$ cat config.mk
export PLATFORM = sky130hd
export DESIGN_NAME = control_place_arbiter
export DESIGN_NICKNAME = d
export VERILOG_FILES = /design/src/logic/ctrl_place_pkg.sv /design/src/logic/control_place_arbiter.sv /design/src/logic/edge_sync.sv
export SDC_FILE = /design/constraint.sdc
export NUM_CORES = 1
export LEC_CHECK = 0
export BUFFER_PORTS_ARGS = -buffer_cell sky130_fd_sc_hd__buf_2
export CAP_MARGIN = 20
export CORE_AREA = 2 2 105 107
export CTS_CLUSTER_DIAMETER = 120
export CTS_CLUSTER_SIZE = 24
export DETAILED_ROUTE_END_ITERATION = 10
export DIE_AREA = 0 0 107 109
export GPL_TIMING_DRIVEN = 0
export PLACE_DENSITY = 0.62
export SYNTH_ARGS = -nofsm -noshare
export SYNTH_HDL_FRONTEND = slang
export SYNTH_SLANG_ARGS = --single-unit
$ cat constraint.sdc
create_clock -name pclk -period 2.6 [get_ports pclk]
set_input_delay 0.39 -clock pclk [delete_from_list [all_inputs] [get_ports pclk]]
set_output_delay 0.39 -clock pclk [all_outputs]
set_load 0.02 [all_outputs]
$ cat src/logic/ctrl_place_pkg.sv
// constants and types shared by the control place arbiter
package ctrl_place_pkg;

  // ==========================================================
  // command sources
  typedef enum logic [1:0] {
    SRC_PC = 2'b00,
    SRC_LOCAL = 2'b01,
    SRC_FIELDBUS = 2'b10,
    SRC_IO = 2'b11
  } source_t;

  // ==========================================================
  // apb register byte offsets
  localparam logic [7:0] CFG_OFFSET = 8'h00;
  localparam logic [7:0] PRIO_OFFSET = 8'h04;
  localparam logic [7:0] STATUS_OFFSET = 8'h08;

  // ==========================================================
  // configuration register fields
  localparam int CFG_W = 11;
  localparam int CFG_SEL_LSB = 0;
  localparam int CFG_FMODE_LSB = 2;
  localparam int CFG_RELEASE_BIT = 4;
  localparam int CFG_CONT_LOCAL_BIT = 5;
  localparam int CFG_INDEP_RESET_BIT = 6;
  localparam int CFG_LMODE_LSB = 7;
  localparam int CFG_IOMODE_LSB = 9;
  // selection i/o, change after release, everything else zero
  localparam logic [10:0] CFG_RESET = 11'h013;

  // ==========================================================
  // priority list: four slots of {valid, source}, slot 0 first
  localparam int PRIO_SLOTS = 4;
  localparam int PRIO_W = 12;
  // pc, local, i/o, fieldbus
  localparam logic [11:0] PRIO_RESET = 12'hdec;

  // ==========================================================
  // mode encodings
  localparam logic [1:0] LMODE_ALLOW = 2'h0;
  localparam logic [1:0] LMODE_DENY_START = 2'h1;
  localparam logic [1:0] LMODE_DENY_CTRL = 2'h2;
  localparam logic [1:0] IOMODE_LEVEL = 2'h0;
  localparam logic [1:0] IOMODE_EDGE = 2'h1;
  localparam logic [1:0] IOMODE_PULSE = 2'h2;

  // ==========================================================
  // synchronised input indices
  localparam int IN_IO_START = 0;
  localparam int IN_IO_STOP = 1;
  localparam int IN_IO_RESET = 2;
  localparam int IN_FORCE_FIELDBUS = 3;
  localparam int IN_FORCE_IO = 4;
  localparam int IN_REMOTE_LOCAL = 5;
  localparam int IN_QUICK_STOP_N = 6;
  localparam int IN_PANEL_START = 7;
  localparam int IN_PANEL_STOP = 8;
  localparam int IN_PANEL_RESET = 9;
  localparam int IN_FIELDBUS_START = 10;
  localparam int IN_FIELDBUS_STOP = 11;
  localparam int IN_FIELDBUS_RESET = 12;
  localparam int IN_PC_REQUEST = 13;
  localparam int IN_PC_RELEASE = 14;
  localparam int IN_PC_START = 15;
  localparam int IN_PC_STOP = 16;
  localparam int IN_PC_RESET = 17;
  localparam int IN_COUNT = 18;
  // rest levels: i/o stop and quick stop pins idle high, all others low
  localparam logic [IN_COUNT-1:0] IN_IDLE = 18'h00042;

endpackage

$ cat src/logic/control_place_arbiter.sv
// control place arbiter: source selection, forcing and command gating
//
// Contract
// - Selection value picks source: 0 pc, 1 panel, 2 fieldbus, 3 i/o.
// - Start, stop and reset accepted only from the active source.
// - Quick stop acts whatever source is active.
// - Active forcing signals override the configured selection.
// - Several forced sources: lowest priority slot index wins.
// - Winner released: next still-forced source beats the selection.
// - Forcing of a source without a priority slot is ignored.
// - A pc tool request takes control regardless of anything else.
// - Default order pc, panel, i/o, fieldbus, then the selection.
// - Forcing mode sets level or toggle for fieldbus and i/o forcing.
// - Release mode 1 moves at once; mode 0 waits for a change.
// - Passing to panel while running keeps start only if continue set.
// - Independent reset takes fault resets from every source.
// - Local mode: 0 allow, 1 no panel start, 2 no local mode.
// - With i/o active, stop input going false raises stop.
// - I/O start mode 0: start follows the start input.
// - Mode 1: latch on rise, clear on stop or low, no relatch.
// - Mode 2: latch on rise, clear only on stop.
//
// Decided for this implementation: register access over APB and the address map.
`timescale 1ns/1ps
`default_nettype none

module control_place_arbiter
(
  input wire logic pclk,
  input wire logic presetn,
  input wire logic psel,
  input wire logic penable,
  input wire logic pwrite,
  input wire logic [7:0] paddr,
  input wire logic [31:0] pwdata,
  output logic [31:0] prdata,
  output logic pready,
  output logic pslverr,
  input wire logic io_start_in,
  input wire logic io_stop_in,
  input wire logic io_reset_in,
  input wire logic force_fieldbus_in,
  input wire logic force_io_in,
  input wire logic remote_local_button,
  input wire logic quick_stop_n,
  input wire logic panel_start,
  input wire logic panel_stop,
  input wire logic panel_reset,
  input wire logic fieldbus_source_start,
  input wire logic fieldbus_source_stop,
  input wire logic fieldbus_source_reset,
  input wire logic pc_request,
  input wire logic pc_release,
  input wire logic pc_start,
  input wire logic pc_stop,
  input wire logic pc_reset,
  output ctrl_place_pkg::source_t active_source,
  output logic start_cmd,
  output logic stop_cmd,
  output logic fault_reset,
  output logic quick_stop
);

  import ctrl_place_pkg::*;

  typedef struct packed {
    logic [CFG_W-1:0] cfg;
    logic [PRIO_W-1:0] prio;
    logic [31:0] rdata;
    source_t src;
    logic [1:0] sel_q;
    logic [3:0] forced_q;
    logic fieldbus_forced;
    logic io_forced;
    logic local_forced;
    logic pc_forced;
    logic run;
    logic io_latch;
    logic start;
    logic stop;
    logic rst_pulse;
    logic qstop;
  } arb_state_t;

  arb_state_t state_reg;
  arb_state_t state_next;

  logic [IN_COUNT-1:0] raw_in;
  logic [IN_COUNT-1:0] lvl;
  logic [IN_COUNT-1:0] rise;

  // ==========================================================
  // input synchronisation
  assign raw_in = {pc_reset, pc_stop, pc_start, pc_release, pc_request,
                   fieldbus_source_reset, fieldbus_source_stop,
                   fieldbus_source_start, panel_reset, panel_stop,
                   panel_start, quick_stop_n, remote_local_button,
                   force_io_in, force_fieldbus_in, io_reset_in,
                   io_stop_in, io_start_in};

  // every pin crosses two flops before the arbiter looks at it
  edge_sync #(.WIDTH(IN_COUNT), .IDLE(IN_IDLE)) in_sync (
    .pclk(pclk),
    .presetn(presetn),
    .async_in(raw_in),
    .level(lvl),
    .rise(rise)
  );

  // ==========================================================
  // configuration fields
  logic [1:0] sel;
  logic [1:0] fmode;
  logic release_now;
  logic cont_local;
  logic indep_reset;
  logic [1:0] lmode;
  logic [1:0] iomode;

  assign sel = state_reg.cfg[CFG_SEL_LSB +: 2];
  assign fmode = state_reg.cfg[CFG_FMODE_LSB +: 2];
  assign release_now = state_reg.cfg[CFG_RELEASE_BIT];
  assign cont_local = state_reg.cfg[CFG_CONT_LOCAL_BIT];
  assign indep_reset = state_reg.cfg[CFG_INDEP_RESET_BIT];
  assign lmode = state_reg.cfg[CFG_LMODE_LSB +: 2];
  assign iomode = state_reg.cfg[CFG_IOMODE_LSB +: 2];

  // ==========================================================
  // apb decode helpers
  logic access;
  logic setup;
  logic mapped;

  assign access = psel & penable;
  assign setup = psel & ~penable;
  assign mapped = (paddr == CFG_OFFSET) || (paddr == PRIO_OFFSET) ||
                  (paddr == STATUS_OFFSET);

  // ==========================================================
  // arbitration and command logic
  logic [3:0] forced;
  logic found;
  source_t winner;
  source_t target;
  logic update;
  logic changed;
  logic src_start;
  logic src_stop;
  logic src_reset;
  logic stop_all;
  logic any_reset;
  logic io_active;

  always_comb
  begin
    state_next = state_reg;
    found = 1'b0;
    winner = SRC_PC;
    src_start = 1'b0;
    src_stop = 1'b0;
    src_reset = 1'b0;

    // register writes take effect at the access edge only
    if (access && pwrite)
    begin
      if (paddr == CFG_OFFSET)
        state_next.cfg = pwdata[CFG_W-1:0];
      else if (paddr == PRIO_OFFSET)
        state_next.prio = pwdata[PRIO_W-1:0];
    end

    // read data is captured in setup so access needs no wait state
    if (setup)
    begin
      if (paddr == CFG_OFFSET)
        state_next.rdata = {21'h000000, state_reg.cfg};
      else if (paddr == PRIO_OFFSET)
        state_next.rdata = {20'h00000, state_reg.prio};
      else if (paddr == STATUS_OFFSET)
        state_next.rdata = {20'h00000, state_reg.forced_q,
                            state_reg.qstop, state_reg.stop,
                            state_reg.io_latch, state_reg.run,
                            state_reg.start, 1'b0, state_reg.src};
      else
        state_next.rdata = 32'h00000000;
    end

    // forcing state: toggle flips on rise, level follows the pin
    if (fmode[0])
      state_next.fieldbus_forced = state_reg.fieldbus_forced ^
                                   rise[IN_FORCE_FIELDBUS];
    else
      state_next.fieldbus_forced = lvl[IN_FORCE_FIELDBUS];
    if (fmode[1])
      state_next.io_forced = state_reg.io_forced ^ rise[IN_FORCE_IO];
    else
      state_next.io_forced = lvl[IN_FORCE_IO];

    // the panel button toggles local forcing unless local is denied
    if (lmode == LMODE_DENY_CTRL)
      state_next.local_forced = 1'b0;
    else if (rise[IN_REMOTE_LOCAL])
      state_next.local_forced = ~state_reg.local_forced;

    // the tool holds control from its request until its release
    if (rise[IN_PC_REQUEST])
      state_next.pc_forced = 1'b1;
    else if (rise[IN_PC_RELEASE])
      state_next.pc_forced = 1'b0;

    forced = 4'h0;
    forced[SRC_PC] = state_reg.pc_forced;
    forced[SRC_LOCAL] = state_reg.local_forced;
    forced[SRC_FIELDBUS] = state_reg.fieldbus_forced;
    forced[SRC_IO] = state_reg.io_forced;

    // walk slots from last to first so slot 0 is the final winner
    for (int i = PRIO_SLOTS - 1; i >= 0; i--)
    begin
      if (state_reg.prio[3*i+2] &&
          forced[state_reg.prio[3*i +: 2]])
      begin
        found = 1'b1;
        winner = source_t'(state_reg.prio[3*i +: 2]);
      end
    end

    // tool first, then forced winner, then the configured selection
    if (state_reg.pc_forced)
      target = SRC_PC;
    else if (found)
      target = winner;
    else
      target = source_t'(sel);

    // retain mode only moves on a new forcing or a new selection
    update = release_now ||
             (|(forced & ~state_reg.forced_q)) ||
             (sel != state_reg.sel_q);
    state_next.forced_q = forced;
    state_next.sel_q = sel;
    state_next.src = update ? target : state_reg.src;
    changed = (state_next.src != state_reg.src);
    io_active = (state_reg.src == SRC_IO);

    // commands are taken from the active source only
    case (state_reg.src)
      SRC_PC:
      begin
        src_start = rise[IN_PC_START];
        src_stop = rise[IN_PC_STOP];
        src_reset = rise[IN_PC_RESET];
      end
      SRC_LOCAL:
      begin
        src_start = rise[IN_PANEL_START] &&
                    (lmode == LMODE_ALLOW);
        src_stop = rise[IN_PANEL_STOP];
        src_reset = rise[IN_PANEL_RESET];
      end
      SRC_FIELDBUS:
      begin
        src_start = rise[IN_FIELDBUS_START];
        src_stop = rise[IN_FIELDBUS_STOP];
        src_reset = rise[IN_FIELDBUS_RESET];
      end
      default:
      begin
        src_stop = ~lvl[IN_IO_STOP];
        src_reset = rise[IN_IO_RESET];
      end
    endcase

    // quick stop is never gated by the source
    state_next.qstop = ~lvl[IN_QUICK_STOP_N];
    stop_all = src_stop | state_next.qstop;
    state_next.stop = stop_all;

    // run request of the pc, panel and fieldbus sources
    if (stop_all)
      state_next.run = 1'b0;
    else if (src_start)
      state_next.run = 1'b1;
    // a new source keeps a running start only when it is the panel
    if (changed)
      state_next.run = (state_next.src == SRC_LOCAL) && cont_local &&
                       state_reg.start;

    // i/o start sensing; a held input cannot relatch without an edge
    if (!io_active || changed)
      state_next.io_latch = 1'b0;
    else if (iomode == IOMODE_EDGE)
    begin
      if (stop_all || !lvl[IN_IO_START])
        state_next.io_latch = 1'b0;
      else if (rise[IN_IO_START])
        state_next.io_latch = 1'b1;
    end
    else if (iomode == IOMODE_PULSE)
    begin
      if (stop_all)
        state_next.io_latch = 1'b0;
      else if (rise[IN_IO_START])
        state_next.io_latch = 1'b1;
    end
    else
      state_next.io_latch = 1'b0;

    if (io_active && !changed)
      state_next.start = (iomode == IOMODE_LEVEL) ?
                         lvl[IN_IO_START] :
                         state_next.io_latch;
    else
      state_next.start = state_next.run;

    // fault reset from any source when independent reset is set
    any_reset = rise[IN_PC_RESET] | rise[IN_PANEL_RESET] |
                rise[IN_FIELDBUS_RESET] | rise[IN_IO_RESET];
    state_next.rst_pulse = indep_reset ? any_reset : src_reset;
  end

  // ==========================================================
  // state register
  always_ff @(posedge pclk or negedge presetn)
  begin
    if (!presetn)
    begin
      state_reg <= '0;
      state_reg.cfg <= CFG_RESET;
      state_reg.prio <= PRIO_RESET;
      state_reg.src <= SRC_IO;
      state_reg.sel_q <= CFG_RESET[CFG_SEL_LSB +: 2];
    end
    else
      state_reg <= state_next;
  end

  // ==========================================================
  // outputs
  assign pready = 1'b1;
  assign pslverr = access & ~mapped;
  assign prdata = state_reg.rdata;
  assign active_source = state_reg.src;
  assign start_cmd = state_reg.start;
  assign stop_cmd = state_reg.stop;
  assign fault_reset = state_reg.rst_pulse;
  assign quick_stop = state_reg.qstop;

  // ==========================================================
  // checks
  quick_stop_a: assert property (@(posedge pclk) disable iff (!presetn)
    !lvl[IN_QUICK_STOP_N] |=> stop_cmd && quick_stop)
    else $error("quick stop did not raise stop");

  pc_takeover_a: assert property (@(posedge pclk) disable iff (!presetn)
    state_reg.pc_forced |=> active_source == SRC_PC)
    else $error("pc request did not take control");

  io_stop_a: assert property (@(posedge pclk) disable iff (!presetn)
    io_active && !lvl[IN_IO_STOP] |=> stop_cmd && !state_reg.io_latch)
    else $error("i/o stop input ignored");

  io_level_a: assert property (@(posedge pclk) disable iff (!presetn)
    io_active && !changed && iomode == IOMODE_LEVEL
    |=> start_cmd == $past(lvl[IN_IO_START]))
    else $error("level start does not follow input");

  pulse_hold_a: assert property (@(posedge pclk) disable iff (!presetn)
    io_active && !changed && iomode == IOMODE_PULSE &&
    state_reg.io_latch && !stop_all |=> state_reg.io_latch)
    else $error("pulse start dropped without stop");

  local_deny_a: assert property (@(posedge pclk) disable iff (!presetn)
    lmode == LMODE_DENY_CTRL |=> !state_reg.local_forced)
    else $error("local forcing while denied");

  sel_follow_a: assert property (@(posedge pclk) disable iff (!presetn)
    release_now && !(|forced) ##1 release_now && !(|forced)
    |-> active_source == source_t'($past(sel)))
    else $error("selection not applied");

  reset_pulse_a: assert property (@(posedge pclk) disable iff (!presetn)
    indep_reset && rise[IN_FIELDBUS_RESET] |=> fault_reset)
    else $error("independent reset lost");

  slverr_a: assert property (@(posedge pclk) disable iff (!presetn)
    access && !mapped |-> pslverr ##1 $stable({state_reg.cfg, state_reg.prio}))
    else $error("unmapped access mishandled");

endmodule // control_place_arbiter

`default_nettype wire

$ cat src/logic/edge_sync.sv
// two-stage synchroniser with a history stage for edge detection
`timescale 1ns/1ps
`default_nettype none

module edge_sync
#(
  parameter int WIDTH = 1,
  parameter logic [WIDTH-1:0] IDLE = '0
)
(
  input wire logic pclk,
  input wire logic presetn,
  input wire logic [WIDTH-1:0] async_in,
  output logic [WIDTH-1:0] level,
  output logic [WIDTH-1:0] rise
);

  typedef struct packed {
    logic [WIDTH-1:0] meta;
    logic [WIDTH-1:0] stable;
    logic [WIDTH-1:0] prev;
  } sync_state_t;

  sync_state_t state_reg;
  sync_state_t state_next;

  // ==========================================================
  // next state: meta feeds only the second stage
  always_comb
  begin
    state_next.meta = async_in;
    state_next.stable = state_reg.meta;
    state_next.prev = state_reg.stable;
  end

  always_ff @(posedge pclk or negedge presetn)
  begin
    // start at the pins' rest level, so no false stop or edge follows reset
    if (!presetn)
      state_reg <= {IDLE, IDLE, IDLE};
    else
      state_reg <= state_next;
  end

  // edges compare the stable copy with last cycle's value
  assign level = state_reg.stable;
  assign rise = state_reg.stable & ~state_reg.prev;

endmodule // edge_sync

`default_nettype wire

==> impl.org <==
** Outcome
- The run finished with clean final reports.

** STA
- Once routing completed, OpenROAD measured the worst setup slack at 0.0804 ns.
- Setup repair after global routing could not meet its margin everywhere.
- Setup violations remaining at the end of the flow were counted as 0.
- The count of final max-slew check failures is 0.
- Pin slew with the least headroom to its limit :: between 0.9 and 1 ns
- Clock tree skew after final layout :: 0.0216 ns
- Fraction of the cycle the final worst path needs :: between 90% and 100%
- The final hold violation count was 0.
- Headroom to the max-slew limit came out at between 30% and 40%.
- Achievable frequency :: approximately 400 MHz
- Final worst path period need :: 2.52 ns

** Global route
- For this run the aggregate overflow at the end of global routing stands at 0.
- GRT Overall Usage :: between 10% and 20%
- The first global-routing pass estimated 13.8 mm of wire.
- Antenna violations before repair :: 0
- Vias in the first global route :: around 2,700
- Largest net degree at the start of global routing :: 68

** Finish
- Max reg flops :: 20
- From synthesis to final layout, the design area changed by 21.2%.
- After the last flow step, the layout net total stands at 506.
- In the final layout, the multi-input gates occupy 1450 um^2.
- Area taken by flip-flops and latches :: 2650 um^2
- Fraction of layout instances using a drive strength above 1 :: between 30% and 40%
- After filler insertion, the fill cell instance count of the layout stands at 938.
- Number of antenna repair diodes :: 0

** Clock network
- Clock tree from TritonCTS :: yes
- In this run the number of H-tree levels came out at 3.
- CTS clk-pin slew, worst paths :: 0.12 ns
- The later pin in the worst-skew pair is clocked with a latency of around 0.38 ns.
- The root buffer cell chosen for the clock tree is sky130_fd_sc_hd__clkbuf_8.
- Total clock buffers created by CTS :: 9
- Number of sinks on the clock net :: 105
- No sink is reached through more buffers than the 2 on the longest clock path.

** Placement
- Port buffering added 59 buffers.
- Detailed placement ended at an HPWL of ~6.4 mm.
- Timing analysis after detailed placement gives a worst setup slack of -0.244 ns.
- The congestion estimate from routability-driven global placement came to 0.846.

** Run
- # Max-Cap Violations :: 0

** Synthesis
- Sequential fraction of the synthesis area :: 61.2%
- Register bit total from synthesis :: 105
- The cell area that synthesis handed to floorplanning was 4330 um^2.
- In this run the biggest area consumer among cell types represents between 40% and 50% of the synthesized area.
- Counting every instance in the synthesized netlist gives 345.
- Warning count from the yosys run :: 0
- The number of different library cells used by synthesis comes to 46.
- The synthesized design spends more area on one cell type than any other, namely sky130_fd_sc_hd__dfrtp_1.
- Top area cells in the synthesized netlist :: sky130_fd_sc_hd__dfrtp_1 (50%), sky130_fd_sc_hd__dfstp_2 (12%), sky130_fd_sc_hd__buf_4 (6.1%), sky130_fd_sc_hd__mux2_1 (3.9%), sky130_fd_sc_hd__mux2i_1 (3.0%)
- Avg Cell Area, Syn :: 12.6 um^2

** Floorplan
- Once the floorplan was initialized, standard cells occupied 40.9% of the core.
- Die Y-Extent :: 109 um
- The floorplan has 38 rows.
- From left edge to right edge, the die measures 107 um.
- The total area inside the core boundary comes to 10,600 um^2.
- I/O pins :: about 100
- Total Die Area :: 11,700 um^2

** Drt
- Residual antenna-violating net count after detailed routing :: 0
- Detailed-router iteration count before antenna repair :: 4
- For this block, the initial DRC count from the detailed router was 98.
- The routed layout has 2,842 vias.
- The final layout contains routed wiring with a total length of roughly 8.8 mm.
- Using the TritonRoute via totals, the vias-per-cell ratio works out to 4.83.
- In the routed design, unresolved DRC markers number 0.
- Detail-routed net length per standard cell :: about 15 um

** Worst setup path
- Launch point of the worst path :: state_reg[56]
- In this run the worst path has a maximum fanout of 4.
- For this run, the slowest stage of the critical path takes 0.60 ns.
- Arrival time of data at the critical path endpoint :: about 2.8 ns
- Critical path type :: register to register
- List of cells traversed by the critical path :: mux2i_2 -> nor2_1 -> o311a_1 -> o41ai_4 -> o2111ai_2 -> a221oi_2 -> buf_4 -> mux2i_1
- Type of element capturing the critical path :: register
- Last element of the critical path :: start_cmd
- At the worst endpoint, the required time is 2.92 ns.
- Endpoint of the most critical register-to-register path :: start_cmd
- For the worst flop-to-flop path, the logic depth is 8.
- Startpoint type of the worst setup path :: register
- For this design, the slowest cell found on the critical path is sky130_fd_sc_hd__dfstp_2.
- In this run the critical register-to-register path is launched from state_reg[56].
- In this run the register-to-register setup slack is between 0.08 and 0.09 ns.

** Power and ir drop
- Peak ir drop on the vdd network :: 0.291 mV
- The design draws ~3.1 mW.
- Summed over all cells, the static leakage comes to between 2 and 3 nW.
- P per Cell Area :: 595 nW/um^2

** Worst hold path
- Hold Path Class :: primary input to register
- In this run the most critical hold path is launched from io_stop_in.
per-layer routing:
layer / GRT usage, % / routed length (um) / vias up
li1: - / - / 1358
met1: 21.0 / 3980 / 1390
met2: 25.8 / 4280 / 84
met3: 3.95 / 450 / 10
met4: 5.29 / 130 / 0
met5: 0 / 0 / -
what timing repair did:
action | in CTS | in global routing
pin swaps | 2 | 5
hold buffers | 1 | 0
endpoints found under the hold margin | 35 | 0
setup buffers | 2 | 5
setup endpoints to repair | 3 | 3
resized for setup | 3 | 10
worst min path at each step:
stage                                         to  slack (ns)  cells past startpoint
after floorplan                       cont_local        0.09                      0
after global placement         in_sync.level[13]        0.33                      0
final                     in_sync.state_next[19]        0.09                      1
after global routing      in_sync.state_next[24]        0.05                      1
after CTS                 in_sync.state_next[19]        0.07                      1
after detailed placement        in_sync.level[0]        0.33                      0
placed cells by master, fill, tap and decap left out, types with 3 or more instances in the layout:
master                     instances
sky130_fd_sc_hd__a21oi_1          10
sky130_fd_sc_hd__a221oi_1          3
sky130_fd_sc_hd__a22oi_1          17
sky130_fd_sc_hd__buf_2            60
sky130_fd_sc_hd__buf_4            43
sky130_fd_sc_hd__clkbuf_1          7
sky130_fd_sc_hd__clkbuf_8          9
sky130_fd_sc_hd__conb_1           21
sky130_fd_sc_hd__dfrtp_1          85
sky130_fd_sc_hd__dfstp_2          19
sky130_fd_sc_hd__inv_1            14
sky130_fd_sc_hd__mux2_1           15
sky130_fd_sc_hd__mux2_2            9
sky130_fd_sc_hd__mux2i_1           9
sky130_fd_sc_hd__mux2i_2           3
sky130_fd_sc_hd__nand2_1          15
sky130_fd_sc_hd__nand2b_1          7
sky130_fd_sc_hd__nand3_1           3
sky130_fd_sc_hd__nor2_1           21
sky130_fd_sc_hd__nor2b_1           8
sky130_fd_sc_hd__o21ai_0          17
sky130_fd_sc_hd__o31ai_1           4
sky130_fd_sc_hd__xor2_1            3
final cells by class:
type                    count  share of cell area (%)
plain buffers              46                    6.12
clock buffers               9                    2.36
clock inverters             7                    1.69
inverters                  14                    1.00
multi-input cells         199                    27.6
flip-flops and latches    105                    50.5
well taps                 140                    3.34
repair buffers             68                    7.39
report_power, final:
| part | internal, mW | switching (mW) | total (mW) |
|---|---|---|---|
| clock network | 0.396 | 0.642 | 1.04 |
| logic | 0.144 | 0.182 | 0.326 |
| registers | 1.71 | 0.0459 | 1.76 |
| total | 2.25 | 0.870 | 3.12 |
worst max-delay path: cells and delay by family (launching register included):
family	cells	cell delay (ns)
compound gates	4	1.17
flops	1	0.60
mux	2	0.45
buf+inv	1	0.16
simple gates	1	0.06
metrics by stage:
stage	cells	instance area [um^2]	setup TNS (ns)	utilization (%)	hold WS, ns
3_5_place_dp	564	4900	-4.18	46.2	0.335
4_1_cts	583	5150	0	48.6	0.0692
3_3_place_gp	563	4870	-3.83	46.0	0.332
6_report	588	5250	0	49.5	0.0857
2_1_floorplan	364	4400	0	-	0.0944
5_1_grt	588	5250	-0.0972	49.5	0.0520
cells in the mapped netlist (all sizes together):
master,count
a2111oi,1
a21oi,10
a221oi,5
a22oi,17
a32o,2
and4,2
buf,39
clkbuf,7
conb,2
dfrtp,86
dfstp,19
inv,14
mux2,24
mux2i,13
mux4,1
nand2,15
nand2b,7
nand3,3
nand4,2
nor2,21
nor2b,8
nor3,3
nor3b,2
nor4,3
nor4b,2
o2111ai,1
o211ai,1
o21ai,17
o21bai,1
o22a,1
o22ai,4
o311a,1
o31ai,4
o32ai,1
o41ai,1
or4,1
xnor2,1
xor2,3
cell families (layout without fill, tap and decap cells):
logic type	Yosys count	count (layout)	synth area share (%)
flip-flops	105	105	61.2
AND/OR/NAND/NOR	69	69	8.55
AO/OA/AOI/OAI	67	67	10.9
buffers and inverters	60	144	8.64
multiplexers	38	38	9.76
XOR/XNOR	4	4	0.809
other	2	21	0.173
(Power assumes the default switching activity.)
